===== config.mk =====
export PLATFORM = sky130hd
export DESIGN_NAME = brhu_top
export DESIGN_NICKNAME = d
export VERILOG_FILES = /design/src/pkg/brhu_pkg.sv /design/src/design/brhu_top.sv /design/src/design/brhu_decode.sv /design/src/design/brhu_swap.sv
export SDC_FILE = /design/constraint.sdc
export NUM_CORES = 1
export LEC_CHECK = 0
export BUFFER_PORTS_ARGS = -buffer_cell sky130_fd_sc_hd__buf_2
export CORE_MARGIN = 5
export CORE_UTILIZATION = 60
export DETAILED_ROUTE_END_ITERATION = 6
export PLACE_DENSITY = 0.79
export SETUP_SLACK_MARGIN = 0.02
export SYNTH_ARGS = -nofsm -noshare
export SYNTH_HDL_FRONTEND = slang
export SYNTH_SLANG_ARGS = --single-unit

===== constraint.sdc =====
create_clock -name clk_i -period 4.3 [get_ports clk_i]
set_input_delay 0.215 -clock clk_i [delete_from_list [all_inputs] [get_ports clk_i]]
set_output_delay 0.215 -clock clk_i [all_outputs]
set_load 0.005 [all_outputs]

===== src/pkg/brhu_pkg.sv =====
// Summary of operation
// - Halfword swap exchanges bytes within each half.
// - Signed swap swaps low half, sign-extends.
// - Signed: bits 31:8 extend byte 7:0, low gets 15:8.
// - Fixed form: cond not ones, opcode and low nibble.
// - Compact form has 3-bit fields; wide otherwise.
// - Register 15 in fixed/compact form is unpredictable.
// - Wide form: field mismatch or register 15 unpredictable.
// - Mismatch: undefined, no-op, or either field used.
// - Stack pointer is an ordinary operand in wide form.
// - Signed wide form with register 15 is unpredictable.
// - With timing bit set, latency ignores data and flags.
// - Exception response ignores data and flags too.
// - Signed swap ignores the source's upper half.
package brhu_pkg;

  // Bus and register map.
  localparam int unsigned ADR_W = 8;
  localparam logic [7:0] OFS_CTRL = 8'h00;
  localparam logic [7:0] OFS_INSTR = 8'h04;
  localparam logic [7:0] OFS_FLAGS = 8'h08;
  localparam logic [7:0] OFS_RESULT = 8'h0c;
  localparam logic [7:0] OFS_STATUS = 8'h10;
  localparam logic [1:0] GPR_WINDOW = 2'h1;

  // Control register fields and reset value.
  localparam int unsigned CTRL_FORM_LSB = 0;
  localparam int unsigned CTRL_TIB_BIT = 2;
  localparam int unsigned CTRL_CPASS_BIT = 3;
  localparam int unsigned CTRL_POL_LSB = 4;
  localparam logic [7:0] CTRL_RST = 8'h08;

  // Status register fields.
  localparam int unsigned ST_BUSY_BIT = 0;
  localparam int unsigned ST_DONE_BIT = 1;
  localparam int unsigned ST_WROTE_BIT = 2;
  localparam int unsigned ST_UNPRED_BIT = 3;
  localparam int unsigned ST_UNDEF_BIT = 4;
  localparam int unsigned ST_NOP_BIT = 5;
  localparam int unsigned ST_SBO_BIT = 6;
  localparam int unsigned ST_CFAIL_BIT = 7;
  localparam int unsigned ST_DEST_LSB = 8;

  // Other reset values.
  localparam logic [31:0] WORD_RST = 32'h0000_0000;
  localparam logic [3:0] FLAGS_RST = 4'h0;

  // Encoding forms and mismatch policies.
  typedef enum logic [1:0] {
    FORM_FIXED32 = 2'h0,
    FORM_COMPACT16 = 2'h1,
    FORM_WIDE32 = 2'h2
  } brhu_form_type;
  localparam logic [1:0] POL_UNDEF = 2'h0;
  localparam logic [1:0] POL_NOP = 2'h1;
  localparam logic [1:0] POL_DUP = 2'h2;
  localparam logic [1:0] POL_SRC = 2'h3;

  // Opcode patterns.
  localparam logic [3:0] COND_NEVER = 4'hf;
  localparam logic [3:0] COND_ALWAYS = 4'he;
  localparam logic [7:0] FX_SWAP_OP = 8'h6b;
  localparam logic [7:0] FX_SIGN_OP = 8'h6f;
  localparam logic [3:0] FX_LOW_OP = 4'hb;
  localparam logic [3:0] ALL_ONES4 = 4'hf;
  localparam logic [9:0] CP_SWAP_OP = 10'h2e9;
  localparam logic [9:0] CP_SIGN_OP = 10'h2eb;
  localparam logic [11:0] WD_HI_OP = 12'hfa9;
  localparam logic [3:0] WD_SWAP_OP = 4'h9;
  localparam logic [3:0] WD_SIGN_OP = 4'hb;
  localparam logic [3:0] REG_PC = 4'hf;

  // Execution sequencer states, one-hot.
  typedef enum logic [2:0] {
    ST_IDLE = 3'h1,
    ST_EXEC = 3'h2,
    ST_COMMIT = 3'h4
  } brhu_state_type;

endpackage : brhu_pkg


===== src/design/brhu_top.sv =====
// The Wishbone slave port and the placing of the registers were chosen for this implementation.
`timescale 1ns/1ps
// Byte-reverse halfword unit with a classic Wishbone register slave.
module brhu_top
(
  // Clock and reset.
  input wire logic clk_i,
  input wire logic rst_i,
  // Wishbone slave.
  input wire logic wb_cyc_i,
  input wire logic wb_stb_i,
  input wire logic wb_we_i,
  input wire logic [brhu_pkg::ADR_W-1:0] wb_adr_i,
  input wire logic [3:0] wb_sel_i,
  input wire logic [31:0] wb_dat_i,
  output logic [31:0] wb_dat_o,
  output logic wb_ack_o
);
  import brhu_pkg::*;

  ////////////////////////////////////////////////////////////////////////
  // Functions.

  // Merges a bus write into a stored word under the byte enables.
  function automatic logic [31:0] merge_bytes(input logic [31:0] old_w,
                                              input logic [31:0] new_w,
                                              input logic [3:0] sel);
    logic [31:0] res;
    res = old_w;
    for (int b = 0; b < 4; b++)
    begin
      if (sel[b])
      begin
        res[8*b +: 8] = new_w[8*b +: 8];
      end
    end
    return res;
  endfunction : merge_bytes

  // Evaluates a condition code against the flags (N Z C V, high to low).
  function automatic logic cond_holds(input logic [3:0] cond,
                                      input logic [3:0] f);
    logic res;
    res = 1'b1;
    case (cond[3:1])
      3'h0: res = f[2];
      3'h1: res = f[1];
      3'h2: res = f[3];
      3'h3: res = f[0];
      3'h4: res = f[1] & ~f[2];
      3'h5: res = (f[3] == f[0]);
      3'h6: res = (f[3] == f[0]) & ~f[2];
      default: res = 1'b1;
    endcase
    // Odd codes invert, except the never code 4'hf.
    if (cond[0] && (cond[3:1] != 3'h7))
    begin
      res = ~res;
    end
    return res;
  endfunction : cond_holds

  ////////////////////////////////////////////////////////////////////////
  // Storage.

  // Control: form, timing bit, condition pass for mixed forms, policy.
  logic [7:0] ctrl_reg;
  // Instruction latched at start.
  logic [31:0] instr_reg;
  // Condition flags; hardware only reads them.
  logic [3:0] flags_reg;
  // Last computed result.
  logic [31:0] result_reg;
  // Outcome bits of the last instruction.
  logic done_reg;
  logic wrote_reg;
  logic unpred_reg;
  logic undef_reg;
  logic nop_reg;
  logic sbo_reg;
  logic cfail_reg;
  logic [3:0] dest_reg;
  // Pending write-back, staged between the two execution cycles.
  logic commit_en_reg;
  // Sequencer.
  brhu_state_type state_reg;
  brhu_state_type state_next;
  // Bus answer.
  logic ack_reg;
  logic [31:0] rdata_reg;
  // The general register file this unit reads and writes.
  logic [31:0] gpr_mem [16];

  ////////////////////////////////////////////////////////////////////////
  // Bus decode.

  wire bus_req = wb_cyc_i && wb_stb_i && !ack_reg;
  wire bus_wr = bus_req && wb_we_i;
  wire sel_ctrl = (wb_adr_i == OFS_CTRL);
  wire sel_instr = (wb_adr_i == OFS_INSTR);
  wire sel_flags = (wb_adr_i == OFS_FLAGS);
  wire sel_result = (wb_adr_i == OFS_RESULT);
  wire sel_status = (wb_adr_i == OFS_STATUS);
  wire sel_gpr = (wb_adr_i[7:6] == GPR_WINDOW);
  wire [3:0] gpr_idx = wb_adr_i[5:2];
  wire busy = (state_reg != ST_IDLE);
  // A start is ignored while an instruction is still in flight.
  wire start = bus_wr && sel_instr && !busy;
  wire [1:0] ctrl_form = ctrl_reg[CTRL_FORM_LSB +: 2];
  wire ctrl_tib = ctrl_reg[CTRL_TIB_BIT];
  wire ctrl_cpass = ctrl_reg[CTRL_CPASS_BIT];
  wire [1:0] ctrl_pol = ctrl_reg[CTRL_POL_LSB +: 2];

  // Status word as software sees it.
  wire [31:0] status_word = {20'h00000, dest_reg, cfail_reg, sbo_reg,
                             nop_reg, undef_reg, unpred_reg, wrote_reg,
                             done_reg, busy};

  // Read multiplexer; unmapped offsets read as zero.
  wire [31:0] rd_mux = sel_ctrl ? {24'h000000, ctrl_reg} :
                       sel_instr ? instr_reg :
                       sel_flags ? {28'h0000000, flags_reg} :
                       sel_result ? result_reg :
                       sel_status ? status_word :
                       sel_gpr ? gpr_mem[gpr_idx] : WORD_RST;

  ////////////////////////////////////////////////////////////////////////
  // Decode and datapath.

  logic dec_hit;
  logic dec_signed;
  logic [3:0] dec_rd;
  logic [3:0] dec_rm;
  logic [3:0] dec_rn;
  logic dec_has_cond;
  logic dec_pc_used;
  logic dec_mismatch;
  logic dec_sbo_bad;
  logic [31:0] swap_result;

  brhu_decode u_decode
  (
    .instr_i(instr_reg),
    .form_i(ctrl_form),
    .hit_o(dec_hit),
    .signed_o(dec_signed),
    .rd_o(dec_rd),
    .rm_o(dec_rm),
    .rn_o(dec_rn),
    .has_cond_o(dec_has_cond),
    .pc_used_o(dec_pc_used),
    .mismatch_o(dec_mismatch),
    .sbo_bad_o(dec_sbo_bad)
  );

  // Condition: fixed form checks its own field, mixed forms take the
  // pass bit supplied by the surrounding conditional-block logic.
  wire cond_ok = dec_has_cond ? cond_holds(instr_reg[31:28], flags_reg)
                              : ctrl_cpass;
  // Source index after the mismatch policy is applied.
  wire [3:0] src_idx = (dec_mismatch && (ctrl_pol == POL_DUP)) ? dec_rn
                                                                : dec_rm;
  wire [31:0] src_word = gpr_mem[src_idx];

  brhu_swap u_swap
  (
    .src_i(src_word),
    .signed_i(dec_signed),
    .result_o(swap_result)
  );

  // Outcome classes for the instruction in EXEC.
  wire is_undef = !dec_hit ||
                  (dec_mismatch && (ctrl_pol == POL_UNDEF));
  wire is_pc_bad = dec_hit && dec_pc_used;
  wire is_mm_nop = dec_mismatch && (ctrl_pol == POL_NOP);
  // Write-back happens on a recognised, passing instruction unless undefined, using register 15 or a no-op mismatch.
  wire do_write = dec_hit && cond_ok && !is_undef && !is_pc_bad &&
                  !is_mm_nop;
  // Without the timing bit, an instruction with nothing to write may
  // finish a cycle early; with it, every instruction takes the same
  // path so latency cannot leak data or flags.
  wire early_out = !ctrl_tib && !do_write;

  ////////////////////////////////////////////////////////////////////////
  // Sequencer next state.

  always_comb
  begin
    state_next = state_reg;
    case (state_reg)
      ST_IDLE:
      begin
        // A write to the instruction register starts execution.
        if (start)
        begin
          state_next = ST_EXEC;
        end
      end
      ST_EXEC:
      begin
        // The sequence cannot be cut short by anything outside; with the timing
        // bit set, the exception window never depends on operands or flags.
        state_next = early_out ? ST_IDLE : ST_COMMIT;
      end
      ST_COMMIT:
      begin
        // Write-back slot, always a single cycle.
        state_next = ST_IDLE;
      end
      default:
      begin
        // Recover from an illegal code.
        state_next = ST_IDLE;
      end
    endcase
  end

  ////////////////////////////////////////////////////////////////////////
  // Sequencer register.

  always_ff @(posedge clk_i)
  begin
    if (rst_i)
    begin
      state_reg <= ST_IDLE;
    end
    else
    begin
      state_reg <= state_next;
    end
  end

  ////////////////////////////////////////////////////////////////////////
  // Wishbone answer: one wait state, ack for one cycle.

  always_ff @(posedge clk_i)
  begin
    if (rst_i)
    begin
      ack_reg <= 1'b0;
      rdata_reg <= WORD_RST;
    end
    else
    begin
      ack_reg <= bus_req;
      rdata_reg <= (bus_req && !wb_we_i) ? rd_mux : WORD_RST;
    end
  end

  ////////////////////////////////////////////////////////////////////////
  // Software-written registers.

  always_ff @(posedge clk_i)
  begin
    if (rst_i)
    begin
      ctrl_reg <= CTRL_RST;
      instr_reg <= WORD_RST;
      flags_reg <= FLAGS_RST;
    end
    else
    begin
      // Control changes are held off while busy to keep decode stable.
      if (bus_wr && sel_ctrl && !busy && wb_sel_i[0])
      begin
        ctrl_reg <= wb_dat_i[7:0];
      end
      if (start)
      begin
        instr_reg <= merge_bytes(instr_reg, wb_dat_i, wb_sel_i);
      end
      // Flags are software state only; execution never writes them.
      if (bus_wr && sel_flags && wb_sel_i[0])
      begin
        flags_reg <= wb_dat_i[3:0];
      end
    end
  end

  ////////////////////////////////////////////////////////////////////////
  // Execution outcome capture.

  always_ff @(posedge clk_i)
  begin
    if (rst_i)
    begin
      result_reg <= WORD_RST;
      wrote_reg <= 1'b0;
      unpred_reg <= 1'b0;
      undef_reg <= 1'b0;
      nop_reg <= 1'b0;
      sbo_reg <= 1'b0;
      cfail_reg <= 1'b0;
      dest_reg <= 4'h0;
      commit_en_reg <= 1'b0;
    end
    else if (state_reg == ST_EXEC)
    begin
      result_reg <= swap_result;
      wrote_reg <= do_write;
      unpred_reg <= is_pc_bad || dec_mismatch;
      undef_reg <= is_undef;
      nop_reg <= !do_write;
      sbo_reg <= dec_sbo_bad;
      cfail_reg <= !cond_ok;
      dest_reg <= dec_rd;
      commit_en_reg <= do_write;
    end
    else if (state_reg == ST_COMMIT)
    begin
      commit_en_reg <= 1'b0;
    end
  end

  ////////////////////////////////////////////////////////////////////////
  // Done flag: set by completion, cleared by writing one to its bit.

  wire done_set = (state_reg == ST_EXEC) && (state_next == ST_IDLE) ||
                  (state_reg == ST_COMMIT);
  wire done_clr = bus_wr && sel_status && wb_sel_i[0] &&
                  wb_dat_i[ST_DONE_BIT];

  always_ff @(posedge clk_i)
  begin
    if (rst_i)
    begin
      done_reg <= 1'b0;
    end
    else if (done_set)
    begin
      // Completion wins over a clear in the same cycle.
      done_reg <= 1'b1;
    end
    else if (done_clr)
    begin
      done_reg <= 1'b0;
    end
  end

  ////////////////////////////////////////////////////////////////////////
  // Register file: write-back has priority over a bus write.

  always_ff @(posedge clk_i)
  begin
    if ((state_reg == ST_COMMIT) && commit_en_reg)
    begin
      // Only the destination changes; nothing else is touched.
      gpr_mem[dest_reg] <= result_reg;
    end
    else if (bus_wr && sel_gpr)
    begin
      gpr_mem[gpr_idx] <= merge_bytes(gpr_mem[gpr_idx], wb_dat_i,
                                      wb_sel_i);
    end
  end

  ////////////////////////////////////////////////////////////////////////
  // Outputs, straight from flip-flops.

  assign wb_ack_o = ack_reg;
  assign wb_dat_o = rdata_reg;

endmodule : brhu_top


===== src/design/brhu_decode.sv =====
`timescale 1ns/1ps
// Pure decoder: classifies the instruction word for the selected form.
module brhu_decode
(
  // Instruction and form.
  input wire logic [31:0] instr_i,
  input wire logic [1:0] form_i,
  // Decode results.
  output logic hit_o,
  output logic signed_o,
  output logic [3:0] rd_o,
  output logic [3:0] rm_o,
  output logic [3:0] rn_o,
  output logic has_cond_o,
  output logic pc_used_o,
  output logic mismatch_o,
  output logic sbo_bad_o
);
  import brhu_pkg::*;

  ////////////////////////////////////////////////////////////////////////
  // Recognition per form.
  wire fx_swap = (instr_i[31:28] != COND_NEVER) &&
                 (instr_i[27:20] == FX_SWAP_OP) &&
                 (instr_i[7:4] == FX_LOW_OP);
  wire fx_sign = (instr_i[31:28] != COND_NEVER) &&
                 (instr_i[27:20] == FX_SIGN_OP) &&
                 (instr_i[7:4] == FX_LOW_OP);
  wire cp_swap = (instr_i[15:6] == CP_SWAP_OP);
  wire cp_sign = (instr_i[15:6] == CP_SIGN_OP);
  wire wd_base = (instr_i[31:20] == WD_HI_OP) &&
                 (instr_i[15:12] == ALL_ONES4);
  wire wd_swap = wd_base && (instr_i[7:4] == WD_SWAP_OP);
  wire wd_sign = wd_base && (instr_i[7:4] == WD_SIGN_OP);
  wire is_fx = (form_i == FORM_FIXED32);
  wire is_cp = (form_i == FORM_COMPACT16);
  wire is_wd = (form_i == FORM_WIDE32);

  // Field extraction; compact fields only reach the low eight registers.
  assign hit_o = is_fx ? (fx_swap | fx_sign) :
                 is_cp ? (cp_swap | cp_sign) :
                 is_wd ? (wd_swap | wd_sign) : 1'b0;
  assign signed_o = is_fx ? fx_sign : is_cp ? cp_sign : wd_sign;
  assign rd_o = is_fx ? instr_i[15:12] :
                is_cp ? {1'b0, instr_i[2:0]} : instr_i[11:8];
  assign rm_o = is_cp ? {1'b0, instr_i[5:3]} : instr_i[3:0];
  assign rn_o = is_wd ? instr_i[19:16] : rm_o;
  assign has_cond_o = is_fx;
  // Only register 15 is special; 13 passes as an ordinary operand.
  assign pc_used_o = (rd_o == REG_PC) || (rm_o == REG_PC);
  assign mismatch_o = is_wd && (rn_o != rm_o);
  assign sbo_bad_o = is_fx && ((instr_i[19:16] != ALL_ONES4) ||
                               (instr_i[11:8] != ALL_ONES4));

endmodule : brhu_decode


===== src/design/brhu_swap.sv =====
`timescale 1ns/1ps
// Byte-swap datapath, fully combinational and data-independent in time.
module brhu_swap
(
  // Operand and operation.
  input wire logic [31:0] src_i,
  input wire logic signed_i,
  // Result.
  output logic [31:0] result_o
);
  import brhu_pkg::*;

  ////////////////////////////////////////////////////////////////////////
  // Both results are always formed; the select is a plain mux so no path
  // depends on the operand value.
  wire [31:0] half_swap = {src_i[23:16], src_i[31:24],
                           src_i[7:0], src_i[15:8]};
  // Upper half of the source never enters the signed result.
  wire [31:0] sign_swap = {{16{src_i[7]}}, src_i[7:0],
                           src_i[15:8]};

  assign result_o = signed_i ? sign_swap : half_swap;

endmodule : brhu_swap


# After elaboration in Yosys (flattened, before gate mapping)
# Memory sizes are Yosys's and may differ from the RTL's.
# Cells that the tools add are included.
# W data, S select, Z words.
[totals]
ff_bits = 124
latch_bits = 0
ram_bits = 512
romBits = 0
input_bits = 49
out_inout_bits = 33
elab_cells = 176
n_memories = 1
[mem_list]
columns = ["memory", "words", "word_bits", "rd", "rd_ports_with_merged_regs", "write_ports", "line", "source"]
rows = [
  ["gpr_mem", 16, 32, 2, 0, 1, "brhu_top.sv:92", "logic [31:0] gpr_mem [16];"],
]
[op_classes]
n_addsub = 0
n_mul = 0
n_div = 0
n_lt_le_gt_ge = 0
eq_ne = 36
shifts = 0
muxes = 47
n_bitwise = 8
n_reduce_logical = 64
[ops]
columns = ["cell", "count"]
rows = [
  ["$mux W32", 7],
  ["$mux W8", 13],
  ["$logic_and A1 B1 Y1", 36],
  ["$reduce_or A32 Y1", 1],
  ["$mux W4", 6],
  ["$eq A10 B10 Y1 const B", 2],
  ["$eq A4 B4 Y1 const B", 5],
  ["$mux W1", 17],
  ["$eq A8 B4 Y1 const B", 2],
  ["$eq A8 B7 Y1 const B", 2],
  ["$eq A12 B12 Y1 const B", 1],
  ["$eq A3 B3 Y1 const B", 4],
  ["$ne A4 B4 Y1 const B", 3],
  ["$logic_not A1 Y1", 10],
  ["$eq A3 B1 Y1 const B", 3],
  ["$eq A3 B2 Y1 const B", 3],
  ["$eq A8 B3 Y1 const B", 1],
  ["$eq A8 B5 Y1 const B", 1],
  ["$logic_not A8 Y1", 1],
  ["$reduce_and A2 Y1", 4],
  ["$pmux W1 S7", 1],
  ["$eq A2 B1 Y1 const B", 3],
  ["$mux W3", 2],
  ["$pmux W3 S2", 1],
  ["14 further kinds", 26],
]

# Depth between registers and ports, before layout
[logic_depth]
depth_word = 21
depth_mapped = 13
depth_no_buf = 8

# Cells and area by module
# A second synthesis with hierarchy kept.
[unflattened]
cells_unflattened = 2308
hier_area_um2 = 32676.3
[by_module_without_submodules]
columns = ["module", "n_inst", "cells_per_inst", "area_per_inst_um2", "seq_area_each_um2"]
rows = [
  ["brhu_top", 1, 2215, 31885.6, 17857.1],
  ["brhu_decode", 1, 58, 416.6, 0.0],
  ["brhu_swap", 1, 35, 374.1, 0.0],
]

# Worst setup path after synthesis
# Ideal clock, no wire load.
[synth_timing]
kind = "input -> register"
from = "in wb_adr_i[2] (netlist bit)"
to = "mem gpr_mem[9][0], enable pin"
setup_time_ns = 0.421
arrival_time_ns = 3.480
setup_slack_ns = 0.399
cell_stages = 8
path_buffers = 5
cell_sequence = "clkbuf_1 -> clkbuf_1 -> buf_2 -> buf_1 -> clkbuf_1 -> nor3b_1 -> a21oi_1 -> nor2_1"
[synth_via]
elab_chain_len = 1
[synth_lines]
columns = ["element", "line", "source"]
rows = [
  ["start, declared", "brhu_top.sv:13", "input wire logic [brhu_pkg::ADR_W-1:0] wb_adr_i,"],
  ["$mux W4 (no source line)", "-", ""],
  ["end, declared", "brhu_top.sv:92", ""],
]
# No other way between the ends.

# Worst setup path in the final report
[layout_timing]
from = "reg instr_reg[19]"
to = "reg result_reg[2]"
[layout_via]
elab_chain_len = 7
[layout_lines]
columns = ["element", "line", "source"]
rows = [
  ["start, declared", "brhu_top.sv:69", "logic [31:0] instr_reg;"],
  ["start signal, assigned", "brhu_top.sv:271", "instr_reg <= merge_bytes(instr_reg, wb_dat_i, wb_sel_i);"],
  ["$mux W4 *", "brhu_decode.sv:47", "assign rn_o = is_wd ? instr_i[19:16] : rm_o;"],
  ["$ne A4 B4 Y1", "brhu_decode.sv:51", "assign mismatch_o = is_wd && (rn_o != rm_o);"],
  ["$logic_and A1 B1 Y1", "brhu_decode.sv:51", ""],
  ["$logic_and A1 B1 Y1", "brhu_top.sv:161", "wire [3:0] src_idx = (dec_mismatch && (ctrl_pol == POL_DUP)) ? dec_rn"],
  ["$mux W4 *", "brhu_top.sv:161", ""],
  ["$mem_v2 Z16 W32 *", "-", ""],
  ["$mux W32 *", "brhu_swap.sv:22", "assign result_o = signed_i ? sign_swap : half_swap;"],
  ["end signal, assigned", "brhu_top.sv:300", "result_reg <= swap_result;"],
  ["end, declared", "brhu_top.sv:73", "logic [31:0] result_reg;"],
]
# Mark *: on every way between the ends. The rest lies on a longest branch, timed or not.
# A chain may end at the register's enable or synchronous reset.

==> results by group <==
STA
  – Fin crit period: about 4 ns
  – # setup viols final: 0
  – Hold Vio Cnt, Final: 0
  – Max-slew headroom: 0.1960
  – Fmax: between 0.2 and 0.3 GHz
  – Final Skew: between 0.02 and 0.025 ns
  – TNS Setup: 0 ns
  – Fin. max-slew vios: 0
  – Final cycle utilization of the critical path: 0.9257
  – WHS: between 0.06 and 0.07 ns
  – Worst-Margin Slew: roughly 1.2 ns
  – RSZ-0062 raised after global routing: false

Synthesis
  – Synth warnings: 0
  – Seq/Total Area, Yosys: 0.6097
  – Synth unique cells: 62
  – Compound-Gate Fraction of Synth Area: 0.08437
  – Simple-gate share of the synthesized area: 0.06826
  – XOR/XNOR share of the synthesized area: 0.001495
  – Instance count of the mapped netlist: about 2,000
  – Mux contribution to synthesized area: 0.2129
  – Post-synthesis adder-cell area fraction: 0
  – Syn avg cell area: ~15 um^2
  – Cell Area, Synth: about 0.03 mm^2
  – Main combinational cell family by area after synthesis: multiplexers
  – Synthesized Nets: just over 2,000
  – Post-synth EDFFs: 512
  – Asr flop ratio synth: 0
  – Synthesized flop and latch total: approximately 640
  – Top_reg_cell synth: edfxtp_1

Run status
  – Failing checks: design-rule violations
  – Status: finished with violations

Clocking
  – Clk pin slew, worst setup/hold paths: ~0.070 ns
  – Total CTS buffers: a little over 60
  – Post-CTS sizing: 0
  – Postcts setup bufs: 0
  – Longest Clk Path Bufs: 3
  – CTS root buf: clkbuf_16
  – CTS H-tree depth: 2
  – Clk_lat worst skew: ~0.64 ns
  – CTS tree: yes
  – # clock sinks: 636

Global route
  – Initial antenna violation count: 1
  – First-pass GRT wire length: ~130,000 um
  – Vias in the first global route: between 20,000 and 25,000
  – Largest net degree at the start of global routing: 76
  – Overall routing resource usage: 0.3340
  – Grt total ovfl: 0

Pwr
  – Pwr/cell area: 370.7 mW/mm^2
  – Combinational power share: 0.042
  – Switch share: 0.2094
  – Power, Total: 12.32 mW
  – Lkg Pwr: around 11 nW
  – Clk network pwr share: 0.424
  – Switching power: 2.580 mW
  – Seq pwr share: 0.534
  – VDD IR-drop max: between 300 and 400 uV
  – Cell-internal power: around 9.7 mW

Finish
  – Area delta synth->final: 13.51%
  – Max reg flops: 512
  – Diode count: 0
  – Share of cells above drive strength 1: 0.2694
  – Final nets: ~2,200
  – Fillers: between 3,000 and 4,000
  – Fin util: 0.6834
  – Reg with most FFs: gpr_mem
  – Multi-input gate area: about 0.011 mm^2
  – Area occupied by registers: between 0.015 and 0.02 mm^2
  – Layout Cells excl Fill: about 2,800

Hold path
  – Min-Delay Path Class: input port to flop

Worst setup path
  – Crit end category: flop
  – Max FO, Critical Path: 22
  – Worst Setup Start Kind: flop
  – Arr. time, crit path: roughly 4.5 ns
  – Setup Crit Path Kind: flop to flop
  – Worst Path Required: 4.79 ns

Floorplan
  – Die Width: roughly 230 um
  – Initial Util: 0.6021
  – Die height: about 230 um
  – Rows: 81
  – Core area: between 0.04 and 0.05 mm^2
  – Die area: 0.05333 mm^2
  – I/O pin count: 82

Drt
  – Avg WL per Cell: around 32 um
  – Post-DR vias/cell: 7.427
  – Routed Antenna Nets: 0
  – Via count: 20,800
  – 1st-iter DRT viols: around 3,700
  – DRT Pass-1 Iters: 7
  – Drt total wl: between 90,000 and 100,000 um
  – # DRC: 24

Placed design
  – Port bufs: 81
  – Placer Congestion: about 0.96
  – Detail Placement HPWL: 54,680 um
  – Placed Cells: ~2,700

Job
  – Max-cap viol count: 0
-- logic make-up after synthesis --
| logic type | count (synthesis) |
|---|---|
| buffers and inverters | 160 |
| AOI/OAI and AO/OA | 369 |
| DFF | 636 |
| xor gates and xnor gates | 5 |
| and+or+nand+nor | 453 |
| muxes | 377 |
-- synth_stat cells, types with 3 or more instances --
library cell  count  area (um^2)
a2111oi_0        15        131.4
a21oi_1         116        580.6
a221oi_1          6        52.55
a222oi_1         27        270.3
a31oi_1          15        93.84
a32oi_1          32        280.3
and2_1            4        25.02
and3_1           20        125.1
buf_1            32        120.1
buf_2            35        175.2
buf_4             4        30.03
buf_6             3        33.78
clkbuf_1         79        296.5
dfxtp_1         124         2482
edfxtp_1        512        15370
inv_1             7        26.28
mux2_2           68        765.7
mux2i_1         119         1191
mux4_2          190         4279
nand2_1         248        930.9
nand2b_1          6        37.54
nand3_1          39        195.2
nand3b_1          3        22.52
nand4_1           3        18.77
nor2_1           90        337.8
nor3_1            7        35.03
nor3b_1           5        37.54
nor4_1            5        31.28
o21ai_0          65        325.3
o221a_2          16        180.2
o22ai_1          48        300.3
o31ai_1           5        37.54
or2_2             3        18.77
or3_1             4        25.02
or3b_2            4        35.03
xor2_1            5        43.79
-- worst paths after layout --
kind / from / to / slack [ns] / depth (start not counted)
worst max-delay path: instr_reg[19] / result_reg[2] / 0.32 / 8
worst min-delay path: rst_i / wb_dat_o[3] / 0.06 / 3
worst max register to register: instr_reg[19] / result_reg[2] / 0.32 / 8
worst min register to register: sbo_reg / sbo_reg / 0.46 / 2
-- area by class of cell --
class                           instances  area share
Sequential cell                       636      0.5371
Multi-Input combinational cell       1204      0.3295
Timing Repair Buffer                  219     0.05164
Clock buffer                           84     0.05002
Tap cell                              622     0.02341
Clock inverter                         29    0.007489
Inverter                                7   0.0007903
-- stage by stage --
stage | setup WS (ns) | cell area (um^2)
after detailed placement | 0.4102 | 30990
after floorplan | 0.3985 | 29290
after global routing | 0.2102 | 33250
after global placement | 0.6868 | 30990
after CTS | 0.4475 | 33250
final | 0.3196 | 33250
-- placed cells by master (no fill, tap or decap), types with 4 or more instances in the layout --
cell / n
edfxtp_1: 512
nand2_1: 248
mux4_2: 190
dfxtp_1: 124
mux2i_1: 117
a21oi_1: 114
buf_4: 90
buf_2: 79
nor2_1: 72
mux2_2: 67
o21ai_0: 65
clkbuf_16: 61
o22ai_1: 48
nand3_1: 38
dlygate4sd3_1: 34
a32oi_1: 32
a222oi_1: 27
and3_1: 20
clkbuf_1: 18
nor2_4: 16
o221a_2: 16
a31oi_1: 15
a2111oi_0: 15
buf_12: 14
clkinv_1: 10
clkinv_2: 10
inv_1: 7
nor3_1: 7
a221oi_1: 6
clkbuf_8: 6
nor3b_1: 5
nor4_1: 5
xor2_1: 5
or3_1: 4
or3b_2: 4
nand2b_1: 4
o31ai_1: 4
bufinv_16: 4
-- worst max-delay path, cell delays in order, from the launching register on --
cell and delay (ns):
dfxtp_1 0.50, xor2_1 0.18, o41ai_4 0.83, mux2i_4 0.49, nand2b_2 0.47, buf_4 0.52, a21oi_1 0.09, a2111oi_0 0.60
a21oi_1 0.15
-- routing by layer --
metal	share of wire	global-route usage
met1	0.34	0.4454
met5	0.00014	0
met3	0.15	0.09212
met4	0.060	0.1595
met2	0.45	0.5163
-- power by group through the flow --
stage / Clock [mW] / Combinational, mW / Sequential (mW)
CTS: 5.23 / 0.506 / 6.58
global route: 5.49 / 0.538 / 6.57
detailed placement: 0 / 0.479 / 6.71
finish: 5.23 / 0.521 / 6.58
floorplan: 0 / 0.314 / 6.71
global placement: 0 / 0.474 / 6.71
-- repair_timing --
item / CTS / global route
hold buffers: 34 / 0
setup endpoints to repair: 0 / 0
hold endpoints to repair: 46 / 0
(Power assumes the default switching activity.)
